**config.mk**
```make
export PLATFORM = sky130hd
export DESIGN_NAME = dhl_front_end
export DESIGN_NICKNAME = d
export VERILOG_FILES = /design/src/rtl/dhl_pkg.sv /design/src/rtl/dhl_uart.sv /design/src/rtl/dhl_front_end.sv
export VERILOG_INCLUDE_DIRS = /design/src /design/src/rtl
export SDC_FILE = /design/constraint.sdc
export NUM_CORES = 2
export LEC_CHECK = 0
export BUFFER_PORTS_ARGS = -buffer_cell sky130_fd_sc_hd__buf_2
export CORE_ASPECT_RATIO = 0.9
export CORE_MARGIN = 1
export CORE_UTILIZATION = 62
export CTS_BUF_LIST = sky130_fd_sc_hd__clkbuf_2
export CTS_CLUSTER_SIZE = 8
export DETAILED_ROUTE_END_ITERATION = 8
export MAX_ROUTING_LAYER = met4
export PLACE_DENSITY = 0.78
export SKIP_LAST_GASP = 1
export SLEW_MARGIN = 20
export SYNTH_ARGS = -nofsm -noshare
export SYNTH_HDL_FRONTEND = slang
export SYNTH_SLANG_ARGS = --single-unit
```
**constraint.sdc**
```tcl
create_clock -name CLOCK_I -period 5.7 [get_ports CLOCK_I]
set_input_delay 0.285 -clock CLOCK_I [delete_from_list [all_inputs] [get_ports CLOCK_I]]
set_output_delay 0.285 -clock CLOCK_I [all_outputs]
set_load 0.03 [all_outputs]
```
**src/rtl/dhl_defs.svh**
```systemverilog
`ifndef DHL_DEFS_SVH
`define DHL_DEFS_SVH

// Register byte offsets on the bus
`define DHL_REG_CTRL 8'h00
`define DHL_REG_BAUD 8'h04
`define DHL_REG_STATUS 8'h08
`define DHL_REG_TXREQ 8'h0C
`define DHL_REG_STORE 8'h10
`define DHL_REG_PKTSTAT 8'h14

// Control register field positions
`define DHL_CTRL_SER 0
`define DHL_CTRL_RISE 1
`define DHL_CTRL_QEN 2
`define DHL_CTRL_PKT 3
`define DHL_CTRL_PAR_LO 4

// Control reset values and parity codes
`define DHL_CTRL_SER_RST 1'b0
`define DHL_CTRL_RISE_RST 1'b1
`define DHL_PAR_NONE 2'h0
`define DHL_PAR_EVEN 2'h1
`define DHL_PAR_ODD 2'h2

// Transmit request kinds
`define DHL_KIND_RAW 2'h0
`define DHL_KIND_PORT 2'h1
`define DHL_KIND_CHK 2'h2

// Framing and command bytes
`define DHL_HDR 8'h02
`define DHL_FTR 8'h03
`define DHL_ACK_OK 8'h50
`define DHL_ACK_ERR 8'h45
`define DHL_TAG_PORT 8'h49
`define DHL_TAG_CHK 8'h43
`define DHL_ESC 8'h1B
`define DHL_LOCK 8'h4C
`define DHL_UNLOCK 8'h55
`define DHL_PKT_MAX 8'h20
`define DHL_QDEPTH 9'h100

// Timing
`define DHL_CLK_MHZ 250
`define DHL_BAUD_DEFAULT 19200
`define DHL_BAUD_DIV ((`DHL_CLK_MHZ * 1000000) / `DHL_BAUD_DEFAULT)
`define DHL_STORE_TIME_MS 9
`define DHL_STORE_CYCLES (`DHL_STORE_TIME_MS * 1000 * `DHL_CLK_MHZ)
`define DHL_INIT_TIME_US 1000
`define DHL_INIT_CYCLES (`DHL_INIT_TIME_US * `DHL_CLK_MHZ)

`endif

```
**src/rtl/dhl_pkg.sv**
```systemverilog
package dhl_pkg;

  // Packet framing states
  typedef enum logic [2:0] {PK_IDLE, PK_LEN, PK_DATA, PK_CHK, PK_FOOT, PK_DRAIN} dhl_pkt_st_t;

  // Serial engine state
  typedef struct packed {
    logic rx_s1;
    logic rx_s2;
    logic rx_busy;
    logic [15:0] rx_cnt;
    logic [3:0] rx_bit;
    logic [7:0] rx_data;
    logic rx_par;
    logic rx_perr;
    logic rx_valid;
    logic tx_busy;
    logic [15:0] tx_cnt;
    logic [3:0] tx_bit;
    logic [9:0] tx_sh;
    logic tx_line;
  } dhl_uart_st_t;

  // Front end state
  typedef struct packed {
    logic wb_ack;
    logic [31:0] wb_dat;
    logic ser_sel, edge_rise, q_en, pkt_en;
    logic [1:0] parity;
    logic [15:0] baud;
    logic strb_s1, strb_s2, strb_prev;
    logic [7:0] dat_s1, dat_s2;
    logic hold_s1, hold_s2;
    logic [8:0] stored_s1, stored_s2;
    logic [1:0] start_cnt;
    logic init, storing, store_refused;
    logic [21:0] cyc_cnt;
    logic [8:0] bytes_left;
    logic in_valid;
    logic [7:0] in_byte;
    dhl_pkt_st_t pst;
    logic [7:0] pkt_len, pkt_idx, pkt_sum, pkt_chk;
    logic pkt_bad;
    logic [31:0][7:0] pkt_buf;
    logic [4:0] drain_idx;
    logic [255:0][7:0] q_mem;
    logic [7:0] q_wr, q_rd;
    logic [8:0] q_cnt;
    logic cmd_valid;
    logic [7:0] cmd_data;
    logic esc_seen, lock;
    logic ack_pend, tag_pend, dat_pend;
    logic [7:0] ack_byte, tag_byte, dat_byte;
    logic [7:0] good_cnt, bad_cnt;
    logic par_busy, ser_busy;
  } dhl_fe_st_t;

endpackage

```
**src/rtl/dhl_uart.sv**
```systemverilog
`timescale 1ns/1ns
`include "dhl_defs.svh"
module dhl_uart (
  // Clock and reset
  input wire logic clk_i,
  input wire logic rst_b_i,
  // Line settings
  input wire logic [15:0] div_i,
  input wire logic [1:0] parity_i,
  // Serial pins
  input wire logic rx_i,
  output logic tx_o,
  // Received bytes
  output logic [7:0] rx_data_o,
  output logic rx_valid_o,
  // Bytes to send
  input wire logic tx_start_i,
  input wire logic [7:0] tx_data_i,
  output logic tx_busy_o
);
  import dhl_pkg::*;

  dhl_uart_st_t q, d; // Whole engine state
  logic par_en; // Parity bit present
  logic par_odd; // Odd parity selected

  // Next state of receiver and transmitter
  always_comb begin
    d = q;
    par_en = (parity_i == `DHL_PAR_EVEN) || (parity_i == `DHL_PAR_ODD);
    par_odd = (parity_i == `DHL_PAR_ODD);
    d.rx_s1 = rx_i;
    d.rx_s2 = q.rx_s1;
    d.rx_valid = 1'b0;
    // Receiver: start found on low, sampled mid-bit
    if (!q.rx_busy) begin
      if (!q.rx_s2) begin
        d.rx_busy = 1'b1;
        d.rx_cnt = {1'b0, div_i[15:1]};
        d.rx_bit = 4'h0;
        d.rx_par = 1'b0;
        d.rx_perr = 1'b0;
      end
    end else if (q.rx_cnt != 16'h0000) begin
      d.rx_cnt = q.rx_cnt - 16'h0001;
    end else begin
      d.rx_cnt = div_i - 16'h0001;
      d.rx_bit = q.rx_bit + 4'h1;
      if (q.rx_bit == 4'h0) begin
        // Glitch shorter than half a bit is dropped
        d.rx_busy = !q.rx_s2;
      end else if (q.rx_bit <= 4'h8) begin
        d.rx_data[3'(q.rx_bit - 4'h1)] = q.rx_s2;
        d.rx_par = q.rx_par ^ q.rx_s2;
      end else if (q.rx_bit == 4'h9 && par_en) begin
        d.rx_perr = (q.rx_par ^ q.rx_s2) != par_odd;
      end else begin
        // Stop bit: bad framing or parity loses the byte
        d.rx_busy = 1'b0;
        d.rx_valid = q.rx_s2 && !q.rx_perr;
      end
    end
    // Transmitter: start bit goes out at once
    if (!q.tx_busy) begin
      if (tx_start_i) begin
        d.tx_busy = 1'b1;
        d.tx_line = 1'b0;
        d.tx_cnt = div_i - 16'h0001;
        d.tx_sh = {1'b1, par_en ? (^tx_data_i) ^ par_odd : 1'b1, tx_data_i};
        d.tx_bit = par_en ? 4'hA : 4'h9;
      end
    end else if (q.tx_cnt != 16'h0000) begin
      d.tx_cnt = q.tx_cnt - 16'h0001;
    end else if (q.tx_bit == 4'h0) begin
      d.tx_busy = 1'b0;
    end else begin
      d.tx_line = q.tx_sh[0];
      d.tx_sh = {1'b1, q.tx_sh[9:1]};
      d.tx_bit = q.tx_bit - 4'h1;
      d.tx_cnt = div_i - 16'h0001;
    end
  end

  // State register; lines idle high
  always_ff @(posedge clk_i or negedge rst_b_i) begin
    if (!rst_b_i) begin
      q <= '0;
      q.rx_s1 <= 1'b1;
      q.rx_s2 <= 1'b1;
      q.tx_line <= 1'b1;
    end else begin
      q <= d;
    end
  end

  assign tx_o = q.tx_line;
  assign rx_data_o = q.rx_data;
  assign rx_valid_o = q.rx_valid;
  assign tx_busy_o = q.tx_busy;
endmodule

```
**src/rtl/dhl_front_end.sv**
```systemverilog
// Notes on behaviour
// - Parallel strobe edge captures whole data byte
// - Busy rises on receipt, falls when ready
// - Strobe active edge is a stored option
// - Serial defaults 19200 baud, no parity
// - Host hold stops transmission until released
// - Reset restores every default and settings
// - Initialisation adds 9ms per stored byte
// - 256-byte receive queue, option enabled
// - Tag 49H before status, 43H checksum
// - Frame: 02H, length, data, check, 03H
// - Check value is 8-bit data sum
// - Reply 50H on success, 45H on error
// - Failed packet data is dropped entirely
// - Packet mode forces queue; good data queued
// - 1BH 4CH locks, 1BH 55H unlocks store
// - Busy 9ms per stored macro byte
//
// Local design decisions: the register offsets and register access over Wishbone.
`timescale 1ns/1ns
`include "dhl_defs.svh"
module dhl_front_end #(
  parameter int unsigned BAUD_DIV = `DHL_BAUD_DIV,
  parameter int unsigned STORE_CYCLES = `DHL_STORE_CYCLES,
  parameter int unsigned INIT_CYCLES = `DHL_INIT_CYCLES
) (
  // Clock and reset
  input wire logic CLOCK_I,
  input wire logic RST_B_I,
  // Wishbone slave
  input wire logic WB_CYC_I,
  input wire logic WB_STB_I,
  input wire logic WB_WE_I,
  input wire logic [7:0] WB_ADR_I,
  input wire logic [3:0] WB_SEL_I,
  input wire logic [31:0] WB_DAT_I,
  output logic [31:0] WB_DAT_O,
  output logic WB_ACK_O,
  // Parallel port
  input wire logic PAR_STROBE_I,
  input wire logic [7:0] SHARED_DATA_LINES_I,
  output logic [7:0] SHARED_DATA_LINES_O,
  output logic [7:0] SHARED_DATA_LINES_OE_O,
  output logic PARALLEL_BUSY_OUT_O,
  // Serial port
  input wire logic SERIAL_RX_I,
  output logic SERIAL_TX_O,
  output logic SERIAL_MODULE_BUSY_OUT_O,
  input wire logic HOST_HOLD_IN_I,
  // Stored macro size
  input wire logic [8:0] STORED_BYTES_I,
  // Command processor
  output logic [7:0] CMD_DATA_O,
  output logic CMD_VALID_O,
  input wire logic CMD_ACCEPT_I
);
  import dhl_pkg::*;

  // Byte-lane merge for register writes
  function automatic logic [31:0] dhl_wmask(input logic [31:0] old_v, input logic [31:0] new_v,
                                            input logic [3:0] sel);
    logic [31:0] r;
    r = old_v;
    for (int i = 0; i < 4; i++) begin
      if (sel[i]) begin
        r[8*i +: 8] = new_v[8*i +: 8];
      end
    end
    return r;
  endfunction

  // Word decode of a byte offset
  function automatic logic dhl_hit(input logic [7:0] adr, input logic [7:0] off);
    return adr[7:2] == off[7:2];
  endfunction

  dhl_fe_st_t q, d; // Whole block state
  logic wb_req; // New bus request this cycle
  logic [31:0] ctrl_word; // Control register image
  logic [31:0] wr_val; // Merged write value
  logic [8:0] q_cap; // Live queue capacity
  logic space; // Queue can take a byte
  logic capture_ev; // Byte enters the input stage
  logic [7:0] cap_byte; // Byte being captured
  logic take; // Input stage consumed
  logic push, pop; // Queue write and read
  logic [7:0] push_byte; // Byte written to queue
  logic foot_take; // Footer byte judged
  logic pkt_ok; // Frame passed all checks
  logic tx_start; // Launch one serial byte
  logic [7:0] tx_byte; // Byte launched
  logic [7:0] rx_data; // Serial byte received
  logic rx_valid; // Serial byte strobe
  logic tx_busy; // Serial transmitter busy

  // Serial engine
  dhl_uart u_uart (
    .clk_i(CLOCK_I),
    .rst_b_i(RST_B_I),
    .div_i(q.baud),
    .parity_i(q.parity),
    .rx_i(SERIAL_RX_I),
    .tx_o(SERIAL_TX_O),
    .rx_data_o(rx_data),
    .rx_valid_o(rx_valid),
    .tx_start_i(tx_start),
    .tx_data_i(tx_byte),
    .tx_busy_o(tx_busy)
  );

  // Next state of the whole front end
  always_comb begin
    d = q;
    capture_ev = 1'b0;
    cap_byte = 8'h00;
    take = 1'b0;
    push = 1'b0;
    pop = 1'b0;
    push_byte = 8'h00;
    foot_take = 1'b0;
    pkt_ok = 1'b0;
    tx_start = 1'b0;
    tx_byte = 8'h00;
    // Pin synchronisers
    d.strb_s1 = PAR_STROBE_I;
    d.strb_s2 = q.strb_s1;
    d.strb_prev = q.strb_s2;
    d.dat_s1 = SHARED_DATA_LINES_I;
    d.dat_s2 = q.dat_s1;
    d.hold_s1 = HOST_HOLD_IN_I;
    d.hold_s2 = q.hold_s1;
    d.stored_s1 = STORED_BYTES_I;
    d.stored_s2 = q.stored_s1;
    ctrl_word = {26'h0, q.parity, q.pkt_en, q.q_en, q.edge_rise, q.ser_sel};
    wr_val = 32'h0;
    q_cap = (q.q_en || q.pkt_en) ? `DHL_QDEPTH : 9'h001;
    space = q.q_cnt < q_cap;

    // Startup: catch stored size, then wait out the check
    if (q.start_cnt != 2'h3) begin
      d.start_cnt = q.start_cnt + 2'h1;
      if (q.start_cnt == 2'h2) begin
        d.cyc_cnt = 22'(INIT_CYCLES - 1);
        d.bytes_left = q.stored_s2;
      end
    end else if (q.cyc_cnt != 22'h0) begin
      d.cyc_cnt = q.cyc_cnt - 22'h1;
    end else if (q.bytes_left != 9'h0) begin
      d.bytes_left = q.bytes_left - 9'h1;
      d.cyc_cnt = 22'(STORE_CYCLES - 1);
    end else begin
      d.init = 1'b0;
      d.storing = 1'b0;
    end

    // Byte source; a byte arriving while the stage is full is lost
    if (q.ser_sel) begin
      capture_ev = rx_valid && !q.in_valid;
      cap_byte = rx_data;
    end else begin
      // No edge until the synchroniser has filled, so a pin left high over reset is no strobe
      // selected strobe edge
      capture_ev = (q.edge_rise ? (q.strb_s2 && !q.strb_prev) : (!q.strb_s2 && q.strb_prev)) && !q.in_valid
                   && q.start_cnt == 2'h3;
      cap_byte = q.dat_s2;
    end

    // Transmit arbiter: reply first, then tag, then data
    // hold blocks new bytes
    if (!tx_busy && !q.hold_s2) begin
      if (q.ack_pend) begin
        tx_start = 1'b1;
        tx_byte = q.ack_byte;
        d.ack_pend = 1'b0;
      end else if (q.tag_pend) begin
        tx_start = 1'b1;
        tx_byte = q.tag_byte;
        d.tag_pend = 1'b0;
      end else if (q.dat_pend) begin
        tx_start = 1'b1;
        tx_byte = q.dat_byte;
        d.dat_pend = 1'b0;
      end
    end

    // Leaving packet mode abandons a half frame
    if (!q.pkt_en && q.pst != PK_DRAIN) begin
      d.pst = PK_IDLE;
    end

    // Input stage consumption
    if (q.in_valid && q.pst != PK_DRAIN) begin
      if (!q.pkt_en) begin
        if (space) begin
          push = 1'b1;
          push_byte = q.in_byte;
          take = 1'b1;
        end
      end else begin
        take = 1'b1;
        unique case (q.pst)
          PK_IDLE: begin
            // Stray bytes outside a frame are ignored
            if (q.in_byte == `DHL_HDR) begin
              d.pst = PK_LEN;
              d.pkt_sum = 8'h00;
              d.pkt_idx = 8'h00;
            end
          end
          PK_LEN: begin
            d.pkt_len = q.in_byte;
            d.pkt_bad = q.in_byte > `DHL_PKT_MAX;
            d.pst = (q.in_byte == 8'h00) ? PK_CHK : PK_DATA;
          end
          PK_DATA: begin
            // Overlong frames are counted through but not kept
            if (q.pkt_idx < `DHL_PKT_MAX) begin
              d.pkt_buf[q.pkt_idx[4:0]] = q.in_byte;
            end
            d.pkt_sum = q.pkt_sum + q.in_byte;
            d.pkt_idx = q.pkt_idx + 8'h01;
            if (q.pkt_idx + 8'h01 == q.pkt_len) begin
              d.pst = PK_CHK;
            end
          end
          PK_CHK: begin
            d.pkt_chk = q.in_byte;
            d.pst = PK_FOOT;
          end
          PK_FOOT: begin
            foot_take = 1'b1;
            pkt_ok = !q.pkt_bad && q.in_byte == `DHL_FTR && q.pkt_chk == q.pkt_sum;
            d.ack_pend = 1'b1;
            d.ack_byte = pkt_ok ? `DHL_ACK_OK : `DHL_ACK_ERR;
            d.drain_idx = 5'h00;
            if (pkt_ok && q.pkt_len != 8'h00) begin
              d.pst = PK_DRAIN;
            end else begin
              d.pst = PK_IDLE;
              d.good_cnt = pkt_ok ? q.good_cnt + 8'h01 : q.good_cnt;
              d.bad_cnt = pkt_ok ? q.bad_cnt : q.bad_cnt + 8'h01;
            end
          end
          PK_DRAIN: begin
          end
        endcase
      end
    end else if (q.pst == PK_DRAIN && space) begin
      push = 1'b1;
      push_byte = q.pkt_buf[q.drain_idx];
      d.drain_idx = q.drain_idx + 5'h01;
      if ({3'b000, q.drain_idx} + 8'h01 == q.pkt_len) begin
        d.pst = PK_IDLE;
        d.good_cnt = q.good_cnt + 8'h01;
      end
    end

    // Input stage fill; capture only happens when it is empty
    if (take) begin
      d.in_valid = 1'b0;
    end
    if (capture_ev) begin
      d.in_valid = 1'b1;
      d.in_byte = cap_byte;
    end

    // Queue write and lock watch
    if (push) begin
      d.q_mem[q.q_wr] = push_byte;
      d.q_wr = q.q_wr + 8'h01;
      if (q.esc_seen && push_byte == `DHL_LOCK) begin
        d.lock = 1'b1;
      end
      if (q.esc_seen && push_byte == `DHL_UNLOCK) begin
        d.lock = 1'b0;
      end
      d.esc_seen = push_byte == `DHL_ESC;
    end

    if ((!q.cmd_valid || CMD_ACCEPT_I) && q.q_cnt != 9'h000) begin
      pop = 1'b1;
      d.cmd_valid = 1'b1;
      d.cmd_data = q.q_mem[q.q_rd];
      d.q_rd = q.q_rd + 8'h01;
    end else if (CMD_ACCEPT_I) begin
      d.cmd_valid = 1'b0;
    end
    d.q_cnt = q.q_cnt + 9'(push) - 9'(pop);

    // Wishbone slave: answer one cycle after the request
    wb_req = WB_CYC_I && WB_STB_I && !q.wb_ack;
    d.wb_ack = wb_req;
    d.wb_dat = 32'h0;
    if (wb_req && !WB_WE_I) begin
      if (dhl_hit(WB_ADR_I, `DHL_REG_CTRL)) begin
        d.wb_dat = ctrl_word;
      end else if (dhl_hit(WB_ADR_I, `DHL_REG_BAUD)) begin
        d.wb_dat = {16'h0, q.baud};
      end else if (dhl_hit(WB_ADR_I, `DHL_REG_STATUS)) begin
        d.wb_dat = {15'h0, q.q_cnt, 2'b00, q.store_refused, tx_busy, q.storing, q.lock, q.init, q.par_busy};
      end else if (dhl_hit(WB_ADR_I, `DHL_REG_PKTSTAT)) begin
        d.wb_dat = {16'h0, q.bad_cnt, q.good_cnt};
      end
    end
    if (wb_req && WB_WE_I) begin
      if (dhl_hit(WB_ADR_I, `DHL_REG_CTRL)) begin
        wr_val = dhl_wmask(ctrl_word, WB_DAT_I, WB_SEL_I);
        d.ser_sel = wr_val[`DHL_CTRL_SER];
        d.edge_rise = wr_val[`DHL_CTRL_RISE];
        d.q_en = wr_val[`DHL_CTRL_QEN];
        d.pkt_en = wr_val[`DHL_CTRL_PKT];
        d.parity = wr_val[`DHL_CTRL_PAR_LO +: 2];
      end else if (dhl_hit(WB_ADR_I, `DHL_REG_BAUD)) begin
        wr_val = dhl_wmask({16'h0, q.baud}, WB_DAT_I, WB_SEL_I);
        d.baud = (wr_val[15:0] == 16'h0000) ? 16'h0001 : wr_val[15:0];
      end else if (dhl_hit(WB_ADR_I, `DHL_REG_TXREQ)) begin
        // A request while one is waiting is dropped
        if (!q.tag_pend && !q.dat_pend) begin
          d.dat_pend = 1'b1;
          d.dat_byte = WB_DAT_I[7:0];
          if ((q.q_en || q.pkt_en) && WB_DAT_I[9:8] != `DHL_KIND_RAW) begin
            d.tag_pend = 1'b1;
            d.tag_byte = (WB_DAT_I[9:8] == `DHL_KIND_PORT) ? `DHL_TAG_PORT : `DHL_TAG_CHK;
          end
        end
      end else if (dhl_hit(WB_ADR_I, `DHL_REG_STORE)) begin
        if (q.lock || q.init) begin
          d.store_refused = 1'b1;
        end else begin
          d.store_refused = 1'b0;
          d.bytes_left = WB_DAT_I[8:0];
          d.cyc_cnt = 22'h0;
          d.storing = WB_DAT_I[8:0] != 9'h000;
        end
      end
    end

    d.par_busy = d.in_valid || d.init || d.storing;
    d.ser_busy = d.in_valid || d.init || d.storing;
  end

  always_ff @(posedge CLOCK_I or negedge RST_B_I) begin
    if (!RST_B_I) begin
      q <= '0;
      q.edge_rise <= `DHL_CTRL_RISE_RST;
      q.ser_sel <= `DHL_CTRL_SER_RST;
      q.baud <= 16'(BAUD_DIV);
      q.parity <= `DHL_PAR_NONE;
      q.init <= 1'b1;
      q.par_busy <= 1'b1;
      q.ser_busy <= 1'b1;
      q.hold_s1 <= 1'b1;
      q.hold_s2 <= 1'b1;
    end else begin
      q <= d;
    end
  end

  // Outputs; data lines are only ever read here
  assign WB_DAT_O = q.wb_dat;
  assign WB_ACK_O = q.wb_ack;
  assign SHARED_DATA_LINES_O = 8'h00;
  assign SHARED_DATA_LINES_OE_O = 8'h00;
  assign PARALLEL_BUSY_OUT_O = q.par_busy;
  assign SERIAL_MODULE_BUSY_OUT_O = q.ser_busy;
  assign CMD_DATA_O = q.cmd_data;
  assign CMD_VALID_O = q.cmd_valid;
endmodule

```
==> results.tsv <==
stage	metric	value	unit
cts	clock net sink count	2605	
finish	area delta synth->final	7.64	%
floorplan	Row Count	151	
pwr	leakage power	59.7	nW
floorplan	die height	415	µm
placement	HPWL reported at the end of detailed placement	192	mm
drt	Vias/cell	6.35	
synthesis	Post-synth EDFFs	0	
timing	worst setup margin	0.0589	ns
cts	TritonCTS buffer count	645	
pwr	sequential power share	0.447	
worst_setup_path	slowest cell on the critical path	dlygate4sd3_1	
drt	Met2 Wirelength	148	mm
cts	clock buffer depth	4	
timing	Clock Skew	0.261	ns
drt	WL/cell	22.7	µm
pwr	clock share of power	0.270	
synthesis	Netlist cell types	82	
timing	final worst-path cycle share	0.990	
synthesis	dominant synthesized flop cell	dfrtp_1	
finish	most frequent cells in the layout	2581 x dfrtp_1, 2350 x nor2_1, 2150 x a21oi_1, 916 x clkbuf_2, 479 x mux2i_1	
worst_setup_path	crit path cell chain	nor2_1 > dlygate4sd3_1 > nand2_1 > dlygate4sd3_1 > nor2_1 > nand3_1 > dlygate4sd3_1 > nor3_2 > dlygate4sd3_1 > buf_6 > nand2_1 > dlygate4sd3_1 > o21ai_0 > dlygate4sd3_1	
drt	TritonRoute pass-1 iters	6	
timing	setup violators final	0	
timing	f_max	0.177	GHz
pwr	Final Power	44.6	mW
drt	Antenna Violating Nets Remaining	0	
timing	Hold Vio Cnt, Final	0	
timing	max-slew violations	0	
floorplan	Initial Util	0.624	
pwr	switching power	17.0	mW
global_routing	largest net degree at the start of global routing	193	
worst_setup_path	Crit Path Class	reg2reg	
finish	fraction of layout cells with a size suffix above 1	0.169	
cts	CTS tree	yes	
synthesis	Synth Register Bits	2605	
drt	M1 WL	127	mm
worst_setup_path	Crit path largest cell delay	0.69	ns
run_status	status	complete, no violations	
pwr	Peak VDD IR	0.585	mV
timing	Final min period	5.64	ns
floorplan	chip width	460	µm
placement	Port Buffers	79	
worst_setup_path	family with the most delay on the worst path	buffers and inverters	
global_routing	Tot GR Track Use	0.349	
cts	Clk Latency, worst-skew pair	1.92	ns
global_routing	vias in the first global route	88900	
pwr	PwrDens	354	nW/µm²
global_routing	first-pass GRT wire length	503	mm
drt	final WL	322	mm
placement	Final GP Congestion	0.923	
worst_setup_path	crit end category	flip-flop	
drt	Initial DRC Count	10300	
worst_setup_path	Crit path buffers/inverters	7	
cts	clock slew at reported path FFs	0.18	ns
synthesis	warnings from Yosys	0	
floorplan	core area	188000	µm²
drt	WL met3	33.5	mm
pwr	internal power	27.6	mW
finish	post-layout net count	11400	
floorplan	die area	191000	µm²
synthesis	Syn Area/Cell	10.6	µm²
timing	TNS Setup	0	ns
worst_setup_path	CP max FO	41	
drt	drc violations	0	
finish	Fillers	13800	
global_routing	global route overflow	0	
worst_setup_path	worst path arrival time	7.43	ns
worst_hold_path	HP Class	reg2reg	
drt	Max Used Layer	met4	
pwr	Sw Ratio	0.381	
placement	worst slack, placed	1.25	ns
cts	H-tree levels	6	
finish	commonest non-fill, non-tap cell in the layout	dfrtp_1	
run	Max-Cap Viols	0	
synthesis	Syn Inst Count	11100	
worst_setup_path	Required @ worst endpoint	7.49	ns
timing	Worst slew margin	0.159	
timing	Worst Max-Slew Pin Slew	1.25	ns
cts	clock root buffer	clkbuf_2	
global_routing	initial antenna violation count	12	
pwr	Comb power frac	0.282	
floorplan	I/O pin count	131	
synthesis	mapped cell area	117000	µm²
worst_setup_path	cell mode on critical path	dlygate4sd3_1	
drt	DR vias	90100	
timing	RSZ-0062 raised after global routing	no	
synthesis	register area share after synthesis	0.556	
worst_setup_path	Startpoint Class	flip-flop	
synthesis	ys async rst share	1.00	
[layout make-up]
cell class	count	area (µm²)	share of cell area
Antenna cell	16	40.0	0.000317
Clock buffer	916	4580	0.0363
Clock inverter	155	788	0.00624
Inverter	71	272	0.00215
Multi-Input combinational cell	7481	48000	0.381
Sequential cell	2605	65200	0.517
Tap cell	2524	3160	0.0250
Timing Repair Buffer	426	4120	0.0326
[flip-flops by register name, indices dropped and copies added, names as in the netlist]
name                      count
u_uart.tx_busy_o              1
u_uart.rx_data_o              8
u_uart.tx_o                   1
WB_DAT_O                     17
SERIAL_MODULE_BUSY_OUT_O      1
WB_ACK_O                      1
CMD_VALID_O                   1
q                          2485
ctrl_word                     6
d                            20
u_uart.rx_valid_o             1
u_uart.d                      1
CMD_DATA_O                    8
u_uart.q                     54
[cell families (layout without fill, tap and decap cells)]
group	Yosys count	count (layout)	synth area share
DFF	2605	2605	0.556
and+or+nand+nor	3170	3170	0.109
muxes	1155	1155	0.142
other	1	47	0.0000320
buffers and inverters	1004	1568	0.0376
xor gates and xnor gates	110	110	0.00833
adders and majority gates	53	53	0.00578
AOI/OAI and AO/OA	2962	2962	0.142
[synth_stat cells (all sizes together), types with 7 or more instances]
| master | instances | area (µm²) |
|---|---|---|
| dfrtp | 2589 | 64800 |
| nor2 | 2406 | 9030 |
| a21oi | 2151 | 10800 |
| clkbuf | 527 | 1980 |
| mux2i | 479 | 4790 |
| buf | 406 | 2160 |
| nand2 | 385 | 1450 |
| mux4 | 372 | 8380 |
| mux2 | 304 | 3420 |
| o221ai | 218 | 1910 |
| o21ai | 203 | 1020 |
| o22ai | 113 | 707 |
| a211oi | 108 | 816 |
| nand3 | 85 | 425 |
| xnor2 | 76 | 666 |
| inv | 70 | 263 |
| ha | 51 | 638 |
| nor3 | 43 | 215 |
| nor4 | 38 | 250 |
| xor2 | 33 | 289 |
| a22oi | 30 | 235 |
| nand4 | 29 | 181 |
| nor2b | 29 | 181 |
| and2 | 24 | 150 |
| nand2b | 23 | 144 |
| and3 | 20 | 125 |
| or3 | 17 | 106 |
| dfstp | 16 | 420 |
| nand3b | 16 | 120 |
| or4 | 15 | 113 |
| o31ai | 14 | 105 |
| a31oi | 13 | 81.3 |
| a221oi | 12 | 105 |
| nor4b | 12 | 105 |
| or2 | 11 | 68.8 |
| a21o | 9 | 67.6 |
| a22o | 9 | 78.8 |
| nor3b | 9 | 67.6 |
| o21a | 9 | 67.6 |
| o211ai | 8 | 60.1 |
| a311oi | 7 | 61.3 |
| o21bai | 7 | 52.6 |
[per-stage QoR]
stage                     cell area [µm²]  utilization  instances  hold slack (ns)
final                              126000        0.672      14200            0.292
after detailed placement           119000        0.631      12900            0.335
after floorplan                    117000            -      11100          -0.0106
after global routing               126000        0.672      14200            0.197
after CTS                          126000        0.670      14200           0.0114
after global placement             119000        0.631      12900            0.333
[routing by layer]
metal  vias to the layer above  global-route usage
met1                     44900               0.470
met5                         -                   -
met4                         0               0.157
li1                      39600                   -
met2                      4640               0.506
met3                       898              0.0855
[power groups by stage]
stage               Combinational [mW]  Clock, mW  Sequential (mW)
global placement                  12.0          0             20.2
global route                      13.2       13.2             20.0
finish                            12.6       12.1             20.0
detailed placement                12.2          0             20.3
floorplan                         8.43          0             19.8
CTS                               12.3       12.2             19.9
[final timing paths]
| path | start | endpoint | slack, ns | depth (start not counted) |
|---|---|---|---|---|
| min in group asynchronous | RST_B_I | q[2303]$_DFFE_PN0P_ | 0.33 | 5 |
| hold reg to reg | u_uart.d[64]$_DFF_PN1_ | u_uart.q[64]$_DFF_PN1_ | 0.29 | 0 |
| hold / removal | u_uart.d[64]$_DFF_PN1_ | u_uart.q[64]$_DFF_PN1_ | 0.29 | 0 |
| setup reg to reg | WB_ACK_O$_DFF_PN0_ | q[2437]$_DFF_PN0_ | 0.06 | 14 |
| max in group asynchronous | RST_B_I | q[267]$_DFFE_PN0P_ | 3.71 | 7 |
| setup / recovery | WB_ACK_O$_DFF_PN0_ | q[2437]$_DFF_PN0_ | 0.06 | 14 |
[what timing repair did]
item                                    in CTS  in global routing
gates resized for setup                      0                  1
endpoints found under the hold margin     2732                  0
hold buffers                               199                  0
buffers inserted                             0                  0
endpoints found under the setup margin       0                  1
(Power assumes the default switching activity.)
